**src/hdl/bmca_pkg.sv**
```systemverilog
// Constants, types and register map of the decimal, sum-of-products,
// clamp and set-on-condition datapath.
// Assumes a single 20 MHz clock domain shared with the CPU core.
package bmca_pkg;

    // ==========================================================
    // Register map (byte addresses on the AXI4-Lite slave)
    localparam int unsigned BMCA_ADDR_W = 6;
    localparam logic [5:0] OFF_CTRL = 6'h00;
    localparam logic [5:0] OFF_STAT = 6'h04;
    localparam logic [5:0] OFF_FLAG = 6'h08;
    localparam logic [5:0] OFF_SRC1 = 6'h0C;
    localparam logic [5:0] OFF_SRC2 = 6'h10;
    localparam logic [5:0] OFF_DEST = 6'h14;
    localparam logic [5:0] OFF_MCAND = 6'h18;
    localparam logic [5:0] OFF_MPLR = 6'h1C;
    localparam logic [5:0] OFF_COUNT = 6'h20;
    localparam logic [5:0] OFF_RLOW = 6'h24;
    localparam logic [5:0] OFF_RMID = 6'h28;
    localparam logic [5:0] OFF_RHIGH = 6'h2C;
    localparam logic [5:0] ADDR_WORD_MASK = 6'h3C;

    // ==========================================================
    // Control word fields
    localparam int unsigned CTRL_OP_LSB = 0;
    localparam int unsigned CTRL_WORD_BIT = 3;
    localparam int unsigned CTRL_COND_LSB = 4;

    // ==========================================================
    // Operations and conditions
    localparam logic [2:0] OP_DECIMAL_SUBTRACT = 3'h0;
    localparam logic [2:0] OP_DECIMAL_SUBTRACT_BORROW = 3'h1;
    localparam logic [2:0] OP_SOP = 3'h2;
    localparam logic [2:0] OP_MAX = 3'h3;
    localparam logic [2:0] OP_MIN = 3'h4;
    localparam logic [2:0] OP_RANGE_LIMIT = 3'h5;
    localparam logic [2:0] OP_SETC = 3'h6;

    localparam logic [3:0] CC_CARRY = 4'h0;
    localparam logic [3:0] CC_NCARRY = 4'h1;
    localparam logic [3:0] CC_SAME = 4'h2;
    localparam logic [3:0] CC_DIFFER = 4'h3;
    localparam logic [3:0] CC_UABOVE = 4'h4;
    localparam logic [3:0] CC_UATMOST = 4'h5;
    localparam logic [3:0] CC_NONNEG = 4'h6;
    localparam logic [3:0] CC_NEG = 4'h7;
    localparam logic [3:0] CC_SATLEAST = 4'h8;
    localparam logic [3:0] CC_SATMOST = 4'h9;
    localparam logic [3:0] CC_SABOVE = 4'hA;
    localparam logic [3:0] CC_SBELOW = 4'hB;
    localparam logic [3:0] CC_OVF = 4'hC;
    localparam logic [3:0] CC_NOVF = 4'hD;

    // ==========================================================
    // Reset values and step sizes
    localparam logic [3:0] RST_FLAGS = 4'h0;
    localparam logic [15:0] RST_WORD = 16'h0000;
    localparam logic [23:0] STEP_BYTE = 24'h000001;
    localparam logic [23:0] STEP_WORD = 24'h000002;
    localparam logic [1:0] RESP_OKAY = 2'h0;
    localparam logic [1:0] RESP_SLVERR = 2'h2;

    // ==========================================================
    // Carriers
    typedef struct packed {
        logic range_exceeded_bit;
        logic borrow_out_bit;
        logic null_result_bit;
        logic negative_indicator;
    } bmca_flags_t;

    typedef struct packed {
        logic req;
        logic word;
        logic [23:0] addr;
    } bmca_mem_req_t;

    typedef enum logic [3:0] {
        ST_IDLE = 4'h1,
        ST_RD_A = 4'h2,
        ST_RD_B = 4'h4,
        ST_ACC = 4'h8
    } bmca_state_t;

endpackage

```
**src/hdl/bmca_alu.sv**
```systemverilog
// Decimal subtract, sum-of-products loop, signed clamp and
// set-on-condition datapath behind an AXI4-Lite register slave.
// Assumes data memory answers a held request with a one-cycle ack.
//
// Behaviour
// - Decimal subtract updates sign, zero, carry
// - Plain decimal subtract ignores incoming borrow
// - Borrowing subtract uses borrow from carry
// - Byte two digits, word four, wrapping
// - Loop multiplies pointed operands, accumulates count times
// - 24-bit pointers, 16-bit count, 48-bit result
// - Accumulation overflow sets overflow flag, stops
// - Accumulation overflow requests overflow interrupt
// - Interrupt: finish step, decrement count, yield
// - Raise to floor keeps signed larger
// - Lower to ceiling keeps signed smaller
// - Range limit applies floor then ceiling
// - Clamp operations leave flags unchanged
// - Set-on-condition writes word one or zero
// - Carry conditions test borrow flag
// - Same and differ test zero flag
// - Unsigned above: carry and not zero
// - Nonnegative and negative test sign flag
// - Signed at least/below use sign xor overflow
// - Signed at most/above add zero flag
// - Overflow conditions test overflow flag
//
// Decided for this implementation: the AXI4-Lite slave port and the address map.
`timescale 1ns/100ps
module bmca_alu
    import bmca_pkg::*;
(
    input wire logic aclk,
    input wire logic aresetn,
    input wire logic awvalid,
    output logic awready,
    input wire logic [BMCA_ADDR_W-1:0] awaddr,
    input wire logic [2:0] awprot,
    input wire logic wvalid,
    output logic wready,
    input wire logic [31:0] wdata,
    input wire logic [3:0] wstrb,
    output logic bvalid,
    input wire logic bready,
    output logic [1:0] bresp,
    input wire logic arvalid,
    output logic arready,
    input wire logic [BMCA_ADDR_W-1:0] araddr,
    input wire logic [2:0] arprot,
    output logic rvalid,
    input wire logic rready,
    output logic [31:0] rdata,
    output logic [1:0] rresp,
    output bmca_mem_req_t mem_req,
    input wire logic mem_ack,
    input wire logic [15:0] mem_rdata,
    input wire logic int_req,
    output logic int_yield,
    output logic ovf_irq
);

    // ==========================================================
    // Register bus write side
    logic aw_held, w_held, do_write, busy, wr_ok, wa_hit;
    logic [5:0] wa;
    logic [31:0] wd;
    logic [3:0] ws;

    assign awready = !aw_held && !bvalid;
    assign wready = !w_held && !bvalid;
    assign do_write = aw_held && w_held && !bvalid;
    assign wr_ok = do_write && !busy;
    assign wa_hit = (wa & ADDR_WORD_MASK) <= OFF_RHIGH;

    always_ff @(posedge aclk) begin
        if (!aresetn) begin
            aw_held <= 1'b0;
            w_held <= 1'b0;
            wa <= 6'h00;
            wd <= 32'h00000000;
            ws <= 4'h0;
            bvalid <= 1'b0;
            bresp <= RESP_OKAY;
        end else begin
            if (awvalid && awready) begin
                aw_held <= 1'b1;
                wa <= awaddr & ADDR_WORD_MASK;
            end
            if (wvalid && wready) begin
                w_held <= 1'b1;
                wd <= wdata;
                ws <= wstrb;
            end
            if (do_write) begin
                aw_held <= 1'b0;
                w_held <= 1'b0;
                bvalid <= 1'b1;
                bresp <= wa_hit ? RESP_OKAY : RESP_SLVERR;
            end else if (bvalid && bready) begin
                bvalid <= 1'b0;
            end
        end
    end

    function automatic logic [31:0] merge(input logic [31:0] old, input logic [31:0] d, input logic [3:0] s);
        merge = {s[3] ? d[31:24] : old[31:24], s[2] ? d[23:16] : old[23:16],
                 s[1] ? d[15:8] : old[15:8], s[0] ? d[7:0] : old[7:0]};
    endfunction

    // ==========================================================
    // Architectural state
    bmca_state_t state;
    bmca_flags_t flags;
    logic [2:0] op;
    logic word, stop_int, stop_ovf;
    logic [3:0] cond;
    logic [15:0] src1, src2, dest, count, opa, opb;
    logic [23:0] mcand_ptr, mplr_ptr;
    logic [47:0] acc;

    assign busy = state != ST_IDLE;

    wire start = wr_ok && wa == OFF_CTRL && ws[0];
    wire [2:0] next_op = wd[CTRL_OP_LSB +: 3];
    wire next_word = wd[CTRL_WORD_BIT];
    wire [3:0] next_cond = wd[CTRL_COND_LSB +: 4];
    wire sel_dest = wr_ok && wa == OFF_DEST;
    wire sel_flag = wr_ok && wa == OFF_FLAG && ws[0];

    // ==========================================================
    // Packed decimal subtract, one digit per stage
    logic [4:0] bcd_borrow;
    logic [15:0] bcd_res;
    wire is_decimal_subtract_borrow = next_op == OP_DECIMAL_SUBTRACT_BORROW;

    assign bcd_borrow[0] = is_decimal_subtract_borrow && !flags.borrow_out_bit;

    for (genvar i = 0; i < 4; i++) begin : g_digit
        wire [4:0] diff = {1'b0, dest[4*i +: 4]} - {1'b0, src1[4*i +: 4]} - {4'h0, bcd_borrow[i]};
        assign bcd_borrow[i+1] = diff[4];
        assign bcd_res[4*i +: 4] = diff[4] ? diff[3:0] + 4'hA : diff[3:0];
    end

    // Byte form stops the chain after two digits and keeps the upper byte
    wire bcd_bout = next_word ? bcd_borrow[4] : bcd_borrow[2];
    wire [15:0] bcd_dest = next_word ? bcd_res : {dest[15:8], bcd_res[7:0]};
    wire bcd_zero = next_word ? bcd_res == 16'h0000 : bcd_res[7:0] == 8'h00;
    wire bcd_neg = next_word ? bcd_res[15] : bcd_res[7];

    // ==========================================================
    // Signed clamp
    wire signed [15:0] s_src1 = next_word ? src1 : {{8{src1[7]}}, src1[7:0]};
    wire signed [15:0] s_src2 = next_word ? src2 : {{8{src2[7]}}, src2[7:0]};
    wire signed [15:0] s_dest = next_word ? dest : {{8{dest[7]}}, dest[7:0]};
    wire signed [15:0] floor_v = (s_src1 > s_dest) ? s_src1 : s_dest;
    wire signed [15:0] ceil_v = (s_src1 < s_dest) ? s_src1 : s_dest;
    wire signed [15:0] range_limit_v = (s_src2 < floor_v) ? s_src2 : floor_v;
    wire [15:0] clamp_v = next_op == OP_MAX ? floor_v : (next_op == OP_MIN ? ceil_v : range_limit_v);
    wire [15:0] clamp_dest = next_word ? clamp_v : {dest[15:8], clamp_v[7:0]};
    wire is_clamp = next_op == OP_MAX || next_op == OP_MIN || next_op == OP_RANGE_LIMIT;

    // ==========================================================
    // Condition evaluation on the flag register
    logic cond_true;
    wire sxo = flags.negative_indicator ^ flags.range_exceeded_bit;

    always_comb begin
        case (next_cond)
            CC_CARRY: cond_true = flags.borrow_out_bit;
            CC_NCARRY: cond_true = !flags.borrow_out_bit;
            CC_SAME: cond_true = flags.null_result_bit;
            CC_DIFFER: cond_true = !flags.null_result_bit;
            CC_UABOVE: cond_true = flags.borrow_out_bit && !flags.null_result_bit;
            CC_UATMOST: cond_true = !(flags.borrow_out_bit && !flags.null_result_bit);
            CC_NONNEG: cond_true = !flags.negative_indicator;
            CC_NEG: cond_true = flags.negative_indicator;
            CC_SATLEAST: cond_true = !sxo;
            CC_SBELOW: cond_true = sxo;
            CC_SATMOST: cond_true = sxo || flags.null_result_bit;
            CC_SABOVE: cond_true = !(sxo || flags.null_result_bit);
            CC_OVF: cond_true = flags.range_exceeded_bit;
            CC_NOVF: cond_true = !flags.range_exceeded_bit;
            default: cond_true = 1'b0;
        endcase
    end

    // ==========================================================
    // Sum of products
    wire signed [31:0] prod_w = $signed(opa) * $signed(opb);
    wire signed [15:0] prod_b = $signed(opa[7:0]) * $signed(opb[7:0]);
    wire [47:0] prod_ext = word ? {{16{prod_w[31]}}, prod_w} : {{32{prod_b[15]}}, prod_b};
    wire [47:0] acc_sum = acc + prod_ext;
    wire acc_ovf = acc[47] == prod_ext[47] && acc_sum[47] != acc[47];
    wire [23:0] step = word ? STEP_WORD : STEP_BYTE;
    wire [15:0] count_dec = count - 16'h0001;
    wire in_acc = state == ST_ACC;

    assign mem_req.req = state == ST_RD_A || state == ST_RD_B;
    assign mem_req.word = word;
    assign mem_req.addr = state == ST_RD_B ? mplr_ptr : mcand_ptr;

    // State machine of the accumulation loop
    always_ff @(posedge aclk) begin
        if (!aresetn) begin
            state <= ST_IDLE;
            opa <= RST_WORD;
            opb <= RST_WORD;
            ovf_irq <= 1'b0;
            int_yield <= 1'b0;
        end else begin
            ovf_irq <= in_acc && acc_ovf;
            int_yield <= in_acc && !acc_ovf && int_req && count_dec != 16'h0000;
            case (state)
                ST_IDLE: begin
                    if (start && next_op == OP_SOP && count != 16'h0000)
                        state <= ST_RD_A;
                end
                ST_RD_A: begin
                    if (mem_ack) begin
                        opa <= mem_rdata;
                        state <= ST_RD_B;
                    end
                end
                ST_RD_B: begin
                    if (mem_ack) begin
                        opb <= mem_rdata;
                        state <= ST_ACC;
                    end
                end
                ST_ACC: begin
                    // Interrupt is only taken here, after the step has been counted
                    if (acc_ovf || count_dec == 16'h0000 || int_req)
                        state <= ST_IDLE;
                    else
                        state <= ST_RD_A;
                end
                default: state <= ST_IDLE;
            endcase
        end
    end

    // ==========================================================
    // Register file updates
    always_ff @(posedge aclk) begin
        if (!aresetn) begin
            op <= OP_DECIMAL_SUBTRACT;
            word <= 1'b0;
            cond <= CC_CARRY;
            flags <= RST_FLAGS;
            src1 <= RST_WORD;
            src2 <= RST_WORD;
            dest <= RST_WORD;
            mcand_ptr <= 24'h000000;
            mplr_ptr <= 24'h000000;
            count <= RST_WORD;
            acc <= 48'h000000000000;
            stop_int <= 1'b0;
            stop_ovf <= 1'b0;
        end else begin
            if (start) begin
                op <= next_op;
                word <= next_word;
                cond <= next_cond;
                stop_int <= 1'b0;
                stop_ovf <= 1'b0;
                if (next_op == OP_DECIMAL_SUBTRACT || next_op == OP_DECIMAL_SUBTRACT_BORROW) begin
                    dest <= bcd_dest;
                    flags.borrow_out_bit <= !bcd_bout;
                    flags.null_result_bit <= bcd_zero;
                    flags.negative_indicator <= bcd_neg;
                end
                if (is_clamp)
                    dest <= clamp_dest;
                if (next_op == OP_SETC)
                    dest <= {15'h0000, cond_true};
            end
            if (sel_dest)
                dest <= 16'(merge({16'h0000, dest}, wd, ws));
            if (sel_flag)
                flags <= wd[3:0];
            if (wr_ok && wa == OFF_SRC1)
                src1 <= 16'(merge({16'h0000, src1}, wd, ws));
            if (wr_ok && wa == OFF_SRC2)
                src2 <= 16'(merge({16'h0000, src2}, wd, ws));
            if (wr_ok && wa == OFF_MCAND)
                mcand_ptr <= 24'(merge({8'h00, mcand_ptr}, wd, ws));
            if (wr_ok && wa == OFF_MPLR)
                mplr_ptr <= 24'(merge({8'h00, mplr_ptr}, wd, ws));
            if (wr_ok && wa == OFF_COUNT)
                count <= 16'(merge({16'h0000, count}, wd, ws));
            if (wr_ok && wa == OFF_RLOW)
                acc[15:0] <= 16'(merge({16'h0000, acc[15:0]}, wd, ws));
            if (wr_ok && wa == OFF_RMID)
                acc[31:16] <= 16'(merge({16'h0000, acc[31:16]}, wd, ws));
            if (wr_ok && wa == OFF_RHIGH)
                acc[47:32] <= 16'(merge({16'h0000, acc[47:32]}, wd, ws));
            if (in_acc && acc_ovf) begin
                flags.range_exceeded_bit <= 1'b1;
                stop_ovf <= 1'b1;
            end else if (in_acc) begin
                acc <= acc_sum;
                count <= count_dec;
                mcand_ptr <= mcand_ptr + step;
                mplr_ptr <= mplr_ptr + step;
                stop_int <= int_req && count_dec != 16'h0000;
            end
        end
    end

    // ==========================================================
    // Register bus read side
    logic [31:0] rd_val;
    logic rd_hit;
    wire [5:0] ra = araddr & ADDR_WORD_MASK;

    assign arready = !rvalid;

    always_comb begin
        rd_hit = 1'b1;
        case (ra)
            OFF_CTRL: rd_val = {24'h000000, cond, word, op};
            OFF_STAT: rd_val = {29'h00000000, stop_ovf, stop_int, busy};
            OFF_FLAG: rd_val = {28'h0000000, flags};
            OFF_SRC1: rd_val = {16'h0000, src1};
            OFF_SRC2: rd_val = {16'h0000, src2};
            OFF_DEST: rd_val = {16'h0000, dest};
            OFF_MCAND: rd_val = {8'h00, mcand_ptr};
            OFF_MPLR: rd_val = {8'h00, mplr_ptr};
            OFF_COUNT: rd_val = {16'h0000, count};
            OFF_RLOW: rd_val = {16'h0000, acc[15:0]};
            OFF_RMID: rd_val = {16'h0000, acc[31:16]};
            OFF_RHIGH: rd_val = {16'h0000, acc[47:32]};
            default: begin
                rd_val = 32'h00000000;
                rd_hit = 1'b0;
            end
        endcase
    end

    always_ff @(posedge aclk) begin
        if (!aresetn) begin
            rvalid <= 1'b0;
            rdata <= 32'h00000000;
            rresp <= RESP_OKAY;
        end else if (arvalid && arready) begin
            rvalid <= 1'b1;
            rdata <= rd_val;
            rresp <= rd_hit ? RESP_OKAY : RESP_SLVERR;
        end else if (rvalid && rready) begin
            rvalid <= 1'b0;
        end
    end

    wire is_bcd = next_op == OP_DECIMAL_SUBTRACT || next_op == OP_DECIMAL_SUBTRACT_BORROW;
endmodule // bmca_alu

```
**config.mk**
```make
export PLATFORM = sky130hd
export DESIGN_NAME = bmca_alu
export DESIGN_NICKNAME = d
export VERILOG_FILES = /design/src/hdl/bmca_pkg.sv /design/src/hdl/bmca_alu.sv
export SDC_FILE = /design/constraint.sdc
export NUM_CORES = 2
export LEC_CHECK = 0
export ABC_AREA = 0
export BUFFER_PORTS_ARGS = -buffer_cell sky130_fd_sc_hd__buf_4
export CORE_MARGIN = 5
export CORE_UTILIZATION = 55
export CTS_CLUSTER_DIAMETER = 60
export DETAILED_ROUTE_END_ITERATION = 6
export GPL_TIMING_DRIVEN = 0
export PLACE_DENSITY = 0.75
export SYNTH_ARGS = -nofsm -noshare
export SYNTH_HDL_FRONTEND = slang
export SYNTH_SLANG_ARGS = --single-unit
```
**constraint.sdc**
```tcl
create_clock -name aclk -period 8.2 [get_ports aclk]
set_input_delay 0.82 -clock aclk [delete_from_list [all_inputs] [get_ports aclk]]
set_output_delay 0.82 -clock aclk [all_outputs]
set_load 0.005 [all_outputs]
```
==> metrics <==
# IOs=148; Final setup viols=119; pwr dens=89.53 mW/mm2; Worst-Skew Late Latency=about 0.60 ns; run status=finished, violations left; post-DP HPWL=between 90 and 100 mm; Synth cell types=89; die width=249.2 um; ys async rst share=0%; gpl congestion=1.076; CTS buffer count=36; largest net degree at the start of global routing=16; drt drc=25; largest cells by area after synthesis=fa_1 (21%), dfxtp_1 (17%), ha_1 (8.7%), nand2_1 (6.7%), inv_1 (5.8%); crit share post-route=109.5%; P_leak=17.22 nW; Syn Area/Cell=7.993 um2; synthesized cell area=approximately 0.031 mm2; fmax=111.3 MHz; CTS max path bufs=3; largest area contributor in the netlist=fa_1; vias in the first global route=30430; number of antenna-violating nets in the routed design=0; register area share after synthesis=between 15 and 20%; CP arrival=roughly 9.5 ns; failing checks=DRC, capacitance limit, slew limit, setup timing; worst vdd ir=0.0001645 V; Fin Hold WS=0.4333 ns; Syn. warnings=0; critical-path maximum fanout=8; Slew HR=-9.074%; Critical Path RT=~8.7 ns; top_reg_cell synth=dfxtp_1; Synth top area share=20.99%; Die ar.=approximately 0.062 mm2; Final Net Count=4869; synth-to-layout area growth=22.56%; CTS root buffer=clkbuf_16; CTS clk-pin slew, worst paths=0.06 ns; fin crit period=around 9 ns; CP Capture Type=register; Startpoint Class=register; CTS Sinks=around 270; worst hold path class=primary input to register; I/O Buffers=118; DR vias=31970; Post-synth EDFFs=0; Least-Margin Pin Slew=between 1.5 and 2 ns; Max stage delay cell, worst path=fa_2; ratio of cells with drive above 1 in the final layout=17.90%; delay-heaviest family, CP=adder cells; Die H=249.2 um; vias per cell=6.365; Setup Crit Path Kind=register to register; core area=0.05650 mm2; Setup Skew=0.04577 ns; WL/cell=25.52 um; max-cap viol count=2; DR iter-0 viols=3942; initial antenna violation count=0; post-cts hold buffer count=0; first-pass GRT wire length=185.8 mm; RSZ-0062 raised after global routing=yes; most common cell in the synthesized netlist=nand2_1; Hold Fails Final Rpt=0; Crit path largest cell delay=0.61 ns; H-tree lvl count=2; Post-synth top cells=nand2_1 (560), inv_1 (487), fa_1 (330); Setup WS post-layout=-0.7809 ns; Slew Limit Fails=20; Mapped Cells=3937; cell row count=87; starting density of the core=55.70%; Buf+Inv Stages, Crit Path=10; CTS tree=done; gr usage total=38.26%; grt total ovfl=0; Ant. Diodes=0; #FFs+latches synth=273; Final Core Density=68.27%; final wirelength=128.2 mm; 1st-pass router iterations=7
-- layout by cell type (no fill, tap or decap), types with 116 or more instances in the layout --
cell type / n
nand2_1: 543
buf_4: 226
fa_1: 315
clkbuf_1: 124
ha_1: 198
a21oi_1: 286
inv_1: 468
and2_1: 116
nor2_1: 265
dfxtp_1: 242
-- area by class of cell --
| class | instances | area [um2] |
|---|---|---|
| timing repair buffer | 261 | 2492 |
| inverter | 487 | 1831 |
| tap | 756 | 945.9 |
| buffer | 213 | 1689 |
| clock inverter | 22 | 239.0 |
| fill | 4486 | 17930 |
| multi-input combinational | 2969 | 24840 |
| sequential | 273 | 5567 |
| clock buffer | 42 | 964.7 |
-- flip-flops by register name (all words and copies together), names as in the netlist, 3 cells and up --
name	flops
state	4
opb	16
acc	48
op	3
count	16
wd	24
ws	3
mcand_ptr	24
rdata	24
src2	16
flags	4
cond	4
src1	16
opa	16
wa	4
dest	16
mplr_ptr	24
-- layer usage --
metal	track usage [%]	share of wire, %	vias to the layer above
met3	10.04	12	704
li1	-	-	13890
met2	58.47	43	2318
met4	24.54	9.3	0
met1	48.16	36	15050
met5	0	0	-
-- where the power goes --
| part | switching (mW) | internal (mW) | total, mW |
|---|---|---|---|
| registers | 0.0169 | 1.33 | 1.35 |
| clock network | 0.746 | 0.932 | 1.68 |
| logic | 0.308 | 0.119 | 0.427 |
| total | 1.07 | 2.38 | 3.45 |
-- stage by stage --
| stage | TNS (ns) | cells | instance area [um2] | total power, mW | setup WS, ns |
|---|---|---|---|---|---|
| finish | -77.86 | 5023 | 38570 | 3.453 | -0.7809 |
| global route | -99.64 | 5023 | 38570 | 3.502 | -0.9500 |
| CTS | -65.66 | 4944 | 36790 | 3.397 | -0.6452 |
| detailed placement | -233.29 | 4821 | 33690 | 1.774 | -2.155 |
| global placement | -229.36 | 4820 | 33670 | 1.772 | -2.178 |
| floorplan | -2.355 | 3946 | 31840 | 1.605 | -0.05720 |
-- worst paths after layout --
kind | end | from | cells after the start | slack (ns)
min reg2reg | rdata[0] | rdata[0] | 2 | 0.46
min | rvalid | rready | 2 | 0.43
max | mcand_ptr[8] | opb[4] | 34 | -0.78
max reg2reg | mcand_ptr[8] | opb[4] | 34 | -0.78
-- cell families (layout without fill, tap and decap cells) --
logic type | after synthesis | count (layout) | synth area share (%)
DFF | 273 | 273 | 17.37
other | 1 | 10 | 0.01192
and+or+nand+nor | 1297 | 1297 | 18.98
buffers and inverters | 705 | 1025 | 8.699
AOI/OAI and AO/OA | 883 | 884 | 18.26
muxes | 108 | 108 | 3.614
adders and majority gates | 549 | 549 | 29.70
xor gates and xnor gates | 121 | 121 | 3.368
-- worst register-to-register path, delay by kind of cell (launching register included) --
| family | cells | cell delay (ns) |
|---|---|---|
| AO/OA/AOI/OAI | 14 | 3.43 |
| adder cells (fa/ha/maj) | 8 | 3.50 |
| buffers and inverters | 10 | 1.41 |
| flip-flops | 1 | 0.44 |
| AND/OR/NAND/NOR | 2 | 0.18 |
-- what timing repair did --
item	CTS	global route
gates resized for setup	298	254
gates cloned	11	13
pin swaps	57	135
setup endpoints to repair	121	121
buffers inserted	50	72
Note: power is estimated with default switching activity, not from simulation.
